`src/rtl/sdac_pkg.sv`:
```
// constants, types and helpers shared by the striped disk array controller
package sdac_pkg;
  localparam int         NCH       = 4;
  localparam int         LBW       = 48;
  localparam int         UDW       = 128;
  localparam int         CNT_MSB   = 15;
  localparam int         SEC_LSB   = 5;
  localparam int         TWO_LSB   = 6;
  localparam logic [4:0] BEAT_LAST = 5'h1f;
  localparam logic [1:0] CMD_IDENT = 2'h0;
  localparam logic [1:0] CMD_ERASE = 2'h1;
  localparam logic [1:0] CMD_WRITE = 2'h2;
  localparam logic [1:0] CMD_READ  = 2'h3;
  localparam logic [7:0] OFS_CTRL  = 8'h00;
  localparam logic [7:0] OFS_STAT  = 8'h04;
  localparam logic [7:0] OFS_CAPL  = 8'h08;
  localparam logic [7:0] OFS_CAPH  = 8'h0c;
  localparam logic [7:0] OFS_ERR   = 8'h10;
  localparam int         CTRL_EN   = 0;
  localparam logic       CTRL_RST  = 1'b1;

  typedef struct packed {
    logic [1:0]     code;
    logic [LBW-1:0] addr;
    logic [LBW-1:0] len;
  } chan_cmd_t;

  typedef struct packed {
    logic       busy;
    logic [7:0] err;
  } chan_stat_t;

  // first sector that channel ch holds for a run starting at start
  function automatic logic [LBW-1:0] chan_addr(input logic [LBW-1:0] start, input logic [1:0] ch);
    return (start >> 2) + ((ch < start[1:0]) ? 48'h1 : 48'h0);
  endfunction

  // sectors of the run that land on channel ch
  function automatic logic [LBW-1:0] chan_len(input logic [LBW-1:0] start, input logic [LBW-1:0] cnt,
                                                input logic [1:0] ch);
    logic [1:0]   d;
    logic [LBW:0] t;
    d = ch - start[1:0];
    t = {1'b0, cnt} - {47'h0, d} + 49'h3;
    return (cnt > {46'h0, d}) ? t[LBW:2] : 48'h0;
  endfunction

  function automatic logic has_sector(input logic [CNT_MSB:0] lvl);
    return |lvl[CNT_MSB:SEC_LSB];
  endfunction

  function automatic logic two_free(input logic [CNT_MSB:0] cnt);
    return ~&cnt[CNT_MSB:TWO_LSB];
  endfunction
endpackage

```
`src/rtl/striped_disk_array_ctrl.sv`:
```
// four-way stripe controller between user fifos and four disk host cores
// Contract
// - stripe is one 512-byte sector; channel advances after each sector
// - user data path 128 bits; channel buffers convert to 32 bits
// - accepted command decoded into per-channel values, request issued to cores
// - engine_busy held until every channel reports idle
// - command_code 00 identify, 01 erase, 10 write, 11 read
// - start_sector is a 48-bit sector address
// - total_capacity resets to 0, then four times core 0 capacity
// - error_flag set while error_detail nonzero, cleared only by reset
// - error_detail packs low error byte of core n at byte n
// - rx_fifo_write only while fill count bits 15:6 not all ones
// - tx_fifo_pop only while level bits 15:5 not all zero
// - tx_fifo_empty is ignored
// - write sector needs one sector in user fifo, two free outbound
// - write sector pops user fifo for 32 cycles
// - read sector needs one sector inbound, two free in user fifo
// - read sector writes user fifo for 32 cycles
// - one channel buffer active per sector, switch after it completes
//
// The APB register port and the placing of the registers are this design's own decisions.
`timescale 1ns/100ps
module striped_disk_array_ctrl
  import sdac_pkg::*;
(
  input  wire logic                     pclk,
  input  wire logic                     presetn,
  input  wire logic [7:0]               paddr,
  input  wire logic                     psel,
  input  wire logic                     penable,
  input  wire logic                     pwrite,
  input  wire logic [31:0]              pwdata,
  output logic      [31:0]              prdata,
  output logic                          pready,
  output logic                          pslverr,
  input  wire logic                     command_request,
  input  wire logic [1:0]               command_code,
  input  wire logic [LBW-1:0]           start_sector,
  input  wire logic [LBW-1:0]           sector_count,
  output logic                          engine_busy,
  output logic      [LBW-1:0]           total_capacity,
  output logic                          error_flag,
  output logic      [31:0]              error_detail,
  output chan_cmd_t [NCH-1:0]           core_cmd,
  output logic      [NCH-1:0]           core_req,
  input  chan_stat_t [NCH-1:0]          core_stat,
  input  wire logic [LBW-1:0]           core0_capacity,
  input  wire logic [CNT_MSB:0]         tx_fifo_level,
  input  wire logic                     tx_fifo_empty,
  output logic                          tx_fifo_pop,
  input  wire logic [UDW-1:0]           tx_fifo_read_data,
  input  wire logic [CNT_MSB:0]         rx_fifo_fill_count,
  output logic                          rx_fifo_write,
  output logic      [UDW-1:0]           rx_fifo_write_data,
  output logic      [NCH-1:0]           outbound_write,
  output logic      [UDW-1:0]           outbound_write_data,
  input  wire logic [NCH-1:0][CNT_MSB:0] outbound_fill_count,
  output logic      [NCH-1:0]           inbound_read,
  input  wire logic [NCH-1:0][UDW-1:0]  inbound_read_data,
  input  wire logic [NCH-1:0][CNT_MSB:0] inbound_level
);
  typedef enum logic [2:0] {ST_IDLE, ST_CHECK, ST_MOVE, ST_DRAIN, ST_FINISH} state_t;

  state_t         state_r;
  state_t         state_nxt;
  logic [LBW-1:0] remain_r;
  logic [1:0]     chan_r;
  logic           is_read_r;
  logic           ctrl_en_r;
  logic           pop_d1_r;
  logic           rd_d1_r;
  logic           pump_done;

  // tx_fifo_empty deliberately unused; level and outbound room gate popping
  wire accept_w    = (state_r == ST_IDLE) && command_request && ctrl_en_r;
  wire is_data_w   = (command_code == CMD_WRITE) || (command_code == CMD_READ);
  wire [NCH-1:0] core_busy_w;
  wire [31:0]    detail_w;
  wire wr_ready_w  = has_sector(tx_fifo_level) && two_free(outbound_fill_count[chan_r]);
  wire rd_ready_w  = has_sector(inbound_level[chan_r]) && two_free(rx_fifo_fill_count);
  wire go_w        = (state_r == ST_CHECK) && (remain_r != 48'h0) &&
                     (is_read_r ? rd_ready_w : wr_ready_w);
  wire cores_idle_w = (core_req == 4'h0) && (core_busy_w == 4'h0);

  for (genvar c = 0; c < NCH; c++) begin : g_stat
    assign core_busy_w[c]     = core_stat[c].busy;
    assign detail_w[8*c +: 8] = core_stat[c].err;
  end

  always_comb begin
    state_nxt = state_r;
    unique case (state_r)
      ST_IDLE:   if (accept_w) state_nxt = is_data_w ? ST_CHECK : ST_FINISH;
      ST_CHECK: begin
        if (remain_r == 48'h0) begin
          state_nxt = ST_FINISH;
        end else if (go_w) begin
          state_nxt = ST_MOVE;
        end
      end
      ST_MOVE:   if (pump_done) state_nxt = ST_DRAIN;
      ST_DRAIN:  state_nxt = ST_CHECK;
      ST_FINISH: if (cores_idle_w) state_nxt = ST_IDLE;
    endcase
  end

  always_ff @(posedge pclk or negedge presetn) begin
    if (!presetn) begin
      state_r     <= ST_IDLE;
      engine_busy <= 1'b0;
      remain_r    <= 48'h0;
      chan_r      <= 2'h0;
      is_read_r   <= 1'b0;
    end else begin
      state_r     <= state_nxt;
      engine_busy <= (state_nxt != ST_IDLE);
      if (accept_w) begin
        remain_r  <= sector_count;
        chan_r    <= start_sector[1:0];
        is_read_r <= (command_code == CMD_READ);
      end else if (state_r == ST_DRAIN) begin
        remain_r <= remain_r - 48'h1;
        chan_r   <= chan_r + 2'h1;
      end
    end
  end

  // per-channel command fan-out; a request stands until that core shows busy
  always_ff @(posedge pclk or negedge presetn) begin
    if (!presetn) begin
      core_cmd <= '0;
      core_req <= 4'h0;
    end else begin
      for (int c = 0; c < NCH; c++) begin
        if (accept_w) begin
          core_cmd[c].code <= command_code;
          core_cmd[c].addr <= chan_addr(start_sector, 2'(c));
          core_cmd[c].len  <= chan_len(start_sector, sector_count, 2'(c));
          core_req[c]      <= !is_data_w ||
                              (chan_len(start_sector, sector_count, 2'(c)) != 48'h0);
        end else if (core_stat[c].busy) begin
          core_req[c] <= 1'b0;
        end
      end
    end
  end

  sector_pump u_pump (
    .pclk    (pclk),
    .presetn (presetn),
    .start   (go_w),
    .is_read (is_read_r),
    .chan    (chan_r),
    .tx_pop  (tx_fifo_pop),
    .ib_read (inbound_read),
    .done    (pump_done)
  );

  // data lags each pop or read by one cycle, then is registered out
  always_ff @(posedge pclk or negedge presetn) begin
    if (!presetn) begin
      pop_d1_r            <= 1'b0;
      rd_d1_r             <= 1'b0;
      outbound_write      <= 4'h0;
      outbound_write_data <= '0;
      rx_fifo_write       <= 1'b0;
      rx_fifo_write_data  <= '0;
    end else begin
      pop_d1_r       <= tx_fifo_pop;
      rd_d1_r        <= |inbound_read;
      outbound_write <= pop_d1_r ? (4'h1 << chan_r) : 4'h0;
      rx_fifo_write  <= rd_d1_r;
      if (pop_d1_r) outbound_write_data <= tx_fifo_read_data;
      if (rd_d1_r) rx_fifo_write_data <= inbound_read_data[chan_r];
    end
  end

  always_ff @(posedge pclk or negedge presetn) begin
    if (!presetn) begin
      total_capacity <= 48'h0;
      error_detail   <= 32'h0;
      error_flag     <= 1'b0;
    end else begin
      total_capacity <= {core0_capacity[LBW-3:0], 2'b00};
      error_detail   <= detail_w;
      error_flag     <= error_flag || (detail_w != 32'h0);
    end
  end

  // register slave: zero wait states, unmapped addresses answer with pslverr
  wire        setup_w   = psel && !penable;
  wire        wr_acc_w  = psel && penable && pready && pwrite;
  wire        hit_ctrl  = (paddr == OFS_CTRL);
  wire        hit_stat  = (paddr == OFS_STAT);
  wire        hit_capl  = (paddr == OFS_CAPL);
  wire        hit_caph  = (paddr == OFS_CAPH);
  wire        hit_err   = (paddr == OFS_ERR);
  wire        mapped_w  = hit_ctrl | hit_stat | hit_capl | hit_caph | hit_err;
  wire        moving_w  = (state_r == ST_MOVE) || (state_r == ST_DRAIN);
  wire [31:0] stat_w    = {27'h0, moving_w, chan_r, error_flag, engine_busy};
  wire [31:0] rd_mux_w  = hit_ctrl ? {31'h0, ctrl_en_r} :
                          hit_stat ? stat_w :
                          hit_capl ? total_capacity[31:0] :
                          hit_caph ? {16'h0, total_capacity[LBW-1:32]} :
                          hit_err  ? error_detail : 32'h0;

  always_ff @(posedge pclk or negedge presetn) begin
    if (!presetn) begin
      pready    <= 1'b0;
      prdata    <= 32'h0;
      pslverr   <= 1'b0;
      ctrl_en_r <= CTRL_RST;
    end else begin
      pready <= setup_w;
      if (setup_w) begin
        prdata  <= pwrite ? 32'h0 : rd_mux_w;
        pslverr <= !mapped_w;
      end
      if (wr_acc_w && hit_ctrl) ctrl_en_r <= pwdata[CTRL_EN];
    end
  end

  a_accept_busy: assert property (@(posedge pclk) disable iff (!presetn)
    accept_w |=> engine_busy && core_req != 4'h0) else $error("accept did not start command");
  a_code_fanout: assert property (@(posedge pclk) disable iff (!presetn)
    accept_w |=> core_cmd[3].code == $past(command_code)) else $error("command code lost");
  a_start_chan: assert property (@(posedge pclk) disable iff (!presetn)
    accept_w |=> chan_r == $past(start_sector[1:0])) else $error("wrong first channel");
  a_busy_release: assert property (@(posedge pclk) disable iff (!presetn)
    $fell(engine_busy) |-> $past(core_busy_w) == 4'h0) else $error("busy dropped early");
  a_cap_four: assert property (@(posedge pclk) disable iff (!presetn)
    ##1 total_capacity == {$past(core0_capacity[LBW-3:0]), 2'b00}) else $error("capacity wrong");
  a_err_sticky: assert property (@(posedge pclk) disable iff (!presetn)
    (error_flag |=> error_flag) and (error_detail != 32'h0 |-> error_flag)) else $error("error flag");
  a_err_map: assert property (@(posedge pclk) disable iff (!presetn)
    ##1 error_detail[15:8] == $past(core_stat[1].err)) else $error("error byte mapping");
  a_pop_level: assert property (@(posedge pclk) disable iff (!presetn)
    $rose(tx_fifo_pop) |-> $past(has_sector(tx_fifo_level))) else $error("pop without sector");
  a_rx_room: assert property (@(posedge pclk) disable iff (!presetn)
    $rose(|inbound_read) |-> $past(two_free(rx_fifo_fill_count))) else $error("no room for read");
  a_write_span: assert property (@(posedge pclk) disable iff (!presetn)
    $rose(tx_fifo_pop) |-> ##2 outbound_write == (4'h1 << $past(chan_r, 2))) else $error("write lane");
  a_rotate: assert property (@(posedge pclk) disable iff (!presetn)
    state_r == ST_DRAIN |=> chan_r == $past(chan_r) + 2'h1) else $error("no rotation");

  c_write_sector: cover property (@(posedge pclk) disable iff (!presetn) $fell(tx_fifo_pop));
  c_read_sector: cover property (@(posedge pclk) disable iff (!presetn) $fell(rx_fifo_write));
  c_cmd_done: cover property (@(posedge pclk) disable iff (!presetn) $fell(engine_busy));
  c_error: cover property (@(posedge pclk) disable iff (!presetn) $rose(error_flag));
endmodule // striped_disk_array_ctrl

```
`src/rtl/sector_pump.sv`:
```
// one-sector beat sequencer: 32 pops or inbound reads on one channel
`timescale 1ns/100ps
module sector_pump
  import sdac_pkg::*;
(
  input  wire logic           pclk,
  input  wire logic           presetn,
  input  wire logic           start,
  input  wire logic           is_read,
  input  wire logic [1:0]     chan,
  output logic                tx_pop,
  output logic [NCH-1:0]      ib_read,
  output logic                done
);
  logic [4:0] beat_r;
  logic       run_r;
  wire        last_w = run_r && (beat_r == BEAT_LAST);

  always_ff @(posedge pclk or negedge presetn) begin
    if (!presetn) begin
      beat_r  <= 5'h0;
      run_r   <= 1'b0;
      tx_pop  <= 1'b0;
      ib_read <= 4'h0;
      done    <= 1'b0;
    end else begin
      done <= last_w;
      if (start) begin
        run_r   <= 1'b1;
        beat_r  <= 5'h0;
        tx_pop  <= !is_read;
        ib_read <= is_read ? (4'h1 << chan) : 4'h0;
      end else if (last_w) begin
        run_r   <= 1'b0;
        tx_pop  <= 1'b0;
        ib_read <= 4'h0;
      end else if (run_r) begin
        beat_r <= beat_r + 5'h1;
      end
    end
  end

  a_pump_beats: assert property (@(posedge pclk) disable iff (!presetn)
    $fell(run_r) |-> $past(beat_r) == BEAT_LAST) else $error("sector not 32 beats");
  a_pump_read_one: assert property (@(posedge pclk) disable iff (!presetn)
    $onehot0(ib_read) && !(tx_pop && |ib_read)) else $error("two channels active");
  c_pump_sector: cover property (@(posedge pclk) disable iff (!presetn) done);
endmodule // sector_pump

```
`config.mk`:
```
export PLATFORM = sky130hd
export DESIGN_NAME = striped_disk_array_ctrl
export DESIGN_NICKNAME = d
export VERILOG_FILES = /design/src/rtl/sdac_pkg.sv /design/src/rtl/striped_disk_array_ctrl.sv /design/src/rtl/sector_pump.sv
export SDC_FILE = /design/constraint.sdc
export NUM_CORES = 2
export LEC_CHECK = 0
export BUFFER_PORTS_ARGS = -buffer_cell sky130_fd_sc_hd__buf_2
export CORE_AREA = 4 4 693 695
export DETAILED_ROUTE_END_ITERATION = 6
export DIE_AREA = 0 0 697 699
export HOLD_SLACK_MARGIN = 0.05
export PLACE_DENSITY = 0.3
export SLEW_MARGIN = 15
export SYNTH_ARGS = -nofsm -noshare
export SYNTH_HDL_FRONTEND = slang
export SYNTH_SLANG_ARGS = --single-unit
```
`constraint.sdc`:
```
create_clock -name pclk -period 3.5 [get_ports pclk]
set_input_delay 0.525 -clock pclk [delete_from_list [all_inputs] [get_ports pclk]]
set_output_delay 0.525 -clock pclk [all_outputs]
set_load 0.02 [all_outputs]
```
==> out/qor.yml <==
status: "complete, but fails checks"
violations: "setup timing"
async_flop_share_pct: 100
synthFlopType: "dfrtp_1"
min_path_type: "input port to flop"
num_rows: 253
pre_cts_ws_ps: -2070
cts_root_buffer: "clkbuf_16"
drive_gt1_share_pct: 49.3
ys_seq_elements: 825
ys_seq_area_share_pct: 45.8
multi_input_area_um2: 24000
die_w_um: 697
fin_hold_ws_ps: 108
yosys_warnings: 0
finalInstanceArea_um2: 79300
grt.overflow.total: 0
synth_edf_count: 0
synth_area_um2: 45100
cts_max_level: 3
fillers: 53617
ys_types: 91
final-setup-viol-count: 4
grt_pass1_wl_um: 621000
timing.fmax_ghz: 0.280
cts_tree: "built"
maxSlewViolCount: 0
cts_buffer_depth: 4
cp-end-kind: "flop"
clk_latency_ps: 880
start_kind: "input port"
vias: 51483
core_um2: 474000
path_max_fanout: 4
worstPathRequired_ps: 4190
cts_sinks: 825
drtIter0Drc: 3956
seq_area_um2: 20700
fin_crit_ps: 3570
yosysTopAreaCellShare_pct: 45.7
grt_max_degree: 119
antenna_found_initial: 259
grt_pass1_vias: 52710
worstMarginPinSlew_ps: 1040
finalCritPeriodShare_pct: 102
avgSynthCellArea_um2: 10.3
vias_per_cell: 3.68
ios: 1807
fin_ws_ps: -73.9
power_density_nw_per_um2: 618
final_nets: 8660
route.detailed.drc: 0
ys_top_cells_by_area: "dfrtp_1 (46%), mux2_2 (6.4%), mux4_2 (6.4%)"
crit_type: "input port to flop"
numPortBuffers: 1706
rsz0062_at_grt: "true"
track_usage_pct: 19.7
antenna_left: 0
cap_viol_max_count: 0
peakVddDrop_mv: 0.457
die_h_um: 699
drt_wl_total_um: 499000
slew_headroom_pct: 30.9
cts_buffers: 120
postPlaceCellArea_um2: 70200
syn_inst: 4394
synth_area_leader_cell: "dfrtp_1"
die_area_um2: 487000
clk_pin_slew_worst_paths_ps: 60
syn_to_final_growth_pct: 75.9
power_leakage_uw: 0.0356
arrival_ps: 4270
place_congestion: 0.980
hpwl_um: 444000
tns_ps: -224
routedWlPerCell_um: 35.7
fin_skew_ps: 80.0
initial_utilization_pct: 9.52
dr.pass1.iters: 5
hold_violations: 0
==> cell usage after synthesis (16+ instances only) <==
| master | count |
|---|---|
| o21a_1 | 16 |
| nand2_1 | 707 |
| buf_4 | 18 |
| or3_1 | 20 |
| ha_1 | 102 |
| o21ai_0 | 358 |
| o31ai_1 | 90 |
| a221o_1 | 16 |
| xnor2_1 | 209 |
| o211ai_1 | 44 |
| and3_1 | 28 |
| nand2b_1 | 57 |
| a21oi_1 | 122 |
| mux2_2 | 257 |
| clkbuf_1 | 220 |
| and2_1 | 24 |
| a22oi_1 | 25 |
| and4_1 | 17 |
| xor2_1 | 84 |
| o311ai_0 | 20 |
| a31oi_1 | 16 |
| nor4bb_1 | 17 |
| nand3_1 | 74 |
| buf_1 | 30 |
| buf_2 | 18 |
| nor2b_1 | 32 |
| a22o_1 | 51 |
| inv_1 | 105 |
| dfrtp_1 | 824 |
| nand4_1 | 62 |
| nor3_1 | 67 |
| nor2_1 | 194 |
| nor4_1 | 56 |
| a211oi_1 | 19 |
| o221ai_1 | 27 |
| mux4_2 | 128 |
==> layer usage <==
metal	GRT usage (%)	vias to the layer above	routed length (µm)
met2	33.8	2107	240000
li1	-	22308	-
met5	0	-	1040
met1	22.7	26350	194000
met3	7.52	556	47000
met4	5.50	162	17000
==> worst max-delay path, cell delays in order <==
cell	delay (ps)
buf_8	120
inv_2	60
ha_4	260
inv_1	60
ha_4	170
ha_4	260
nand3_1	90
a221o_1	400
buf_12	170
buf_4	140
o211ai_4	210
buf_6	140
a21oi_2	70
nor2_2	130
nor3_1	70
a2111o_1	420
nor4_4	330
buf_4	160
a41oi_1	120
o41a_1	330
==> layout make-up <==
type / count / share of cell area, %
Multi-Input combinational cell: 3181 / 30.2
Timing Repair Buffer: 3287 / 27.7
Sequential cell: 825 / 26.0
Tap cell: 6247 / 9.85
Clock buffer: 166 / 4.45
Clock inverter: 55 / 0.857
Inverter: 110 / 0.521
Antenna cell: 106 / 0.334
==> cells by family (layout without fill, tap and decap cells) <==
family,count (synthesis),in the layout,share of synthesized area [%]
simple gates,1459,1459,15.8
compound gates,923,923,13.3
fa+ha+maj,106,106,3.01
buf+inv,398,3618,3.52
other cells,1,117,0.00831
mux,389,389,12.9
flops,825,825,45.8
xor+xnor,293,293,5.69
==> cells in the final DEF (no fill, tap or decap), drive strengths merged, types with 19 or more instances in the layout <==
master,synthesis,final
xor2,84,84
nor2b,32,32
o211ai,46,46
clkbuf,222,168
clkinv,5,40
o31ai,90,90
mux2,257,257
a21oi,123,123
a22oi,25,25
dfrtp,824,824
nand3,76,76
o21ai,368,368
xnor2,209,209
buf,66,2935
mux4,128,128
nand4,62,62
dlygate4sd3,0,350
nand2b,57,57
nor2,196,196
and3,28,28
o221ai,27,27
diode,0,106
nor4,62,62
inv,105,108
nand2,707,707
or3,23,23
a22o,51,51
a211oi,19,19
and2,27,27
o311ai,20,20
ha,102,102
nor3,67,67
==> metrics by stage <==
stage | util [%] | power (µW) | std cells
CTS | 16.6 | 50200 | 13863
global route | 16.7 | 50900 | 13904
finish | 16.7 | 49000 | 13977
floorplan | - | 21200 | 4404
global placement | 14.8 | 35500 | 13284
detailed placement | 14.8 | 35600 | 13284
==> power breakdown <==
part	switching [µW]	internal [µW]
combinational	14200	8090
clock	5490	7890
sequential	1910	11500
total	21600	27400
==> flip-flops by register name, summed over array words and instances, names as in the netlist, 5 cells and up <==
register,cells
core_cmd,377
remain_r,48
outbound_write_data,128
total_capacity,46
error_detail,32
rx_fifo_write_data,128
prdata,32
u_pump.beat_r,5
==> path summary, 6_finish.rpt <==
check	end	slack, ps	from	cells after the start
min in group asynchronous	core_cmd[138]	260	presetn	2
max reg2reg	remain_r[45]	100	remain_r[2]	10
min reg2reg	core_cmd[56]	470	core_cmd[56]	2
min	remain_r[15]	110	sector_count[15]	4
max in group asynchronous	core_cmd[383]	2020	presetn	4
max	core_req[0]	-70	start_sector[1]	20
==> what timing repair did <==
item / CTS / global route
pin swaps: 20 / 34
gates cloned: 0 / 0
setup endpoints to repair: 6 / 23
setup buffers: 8 / 8
hold buffers: 350 / 0
resized for setup: 89 / 118
hold endpoints to repair: 385 / 0
Power figures use the tool's default switching activity.
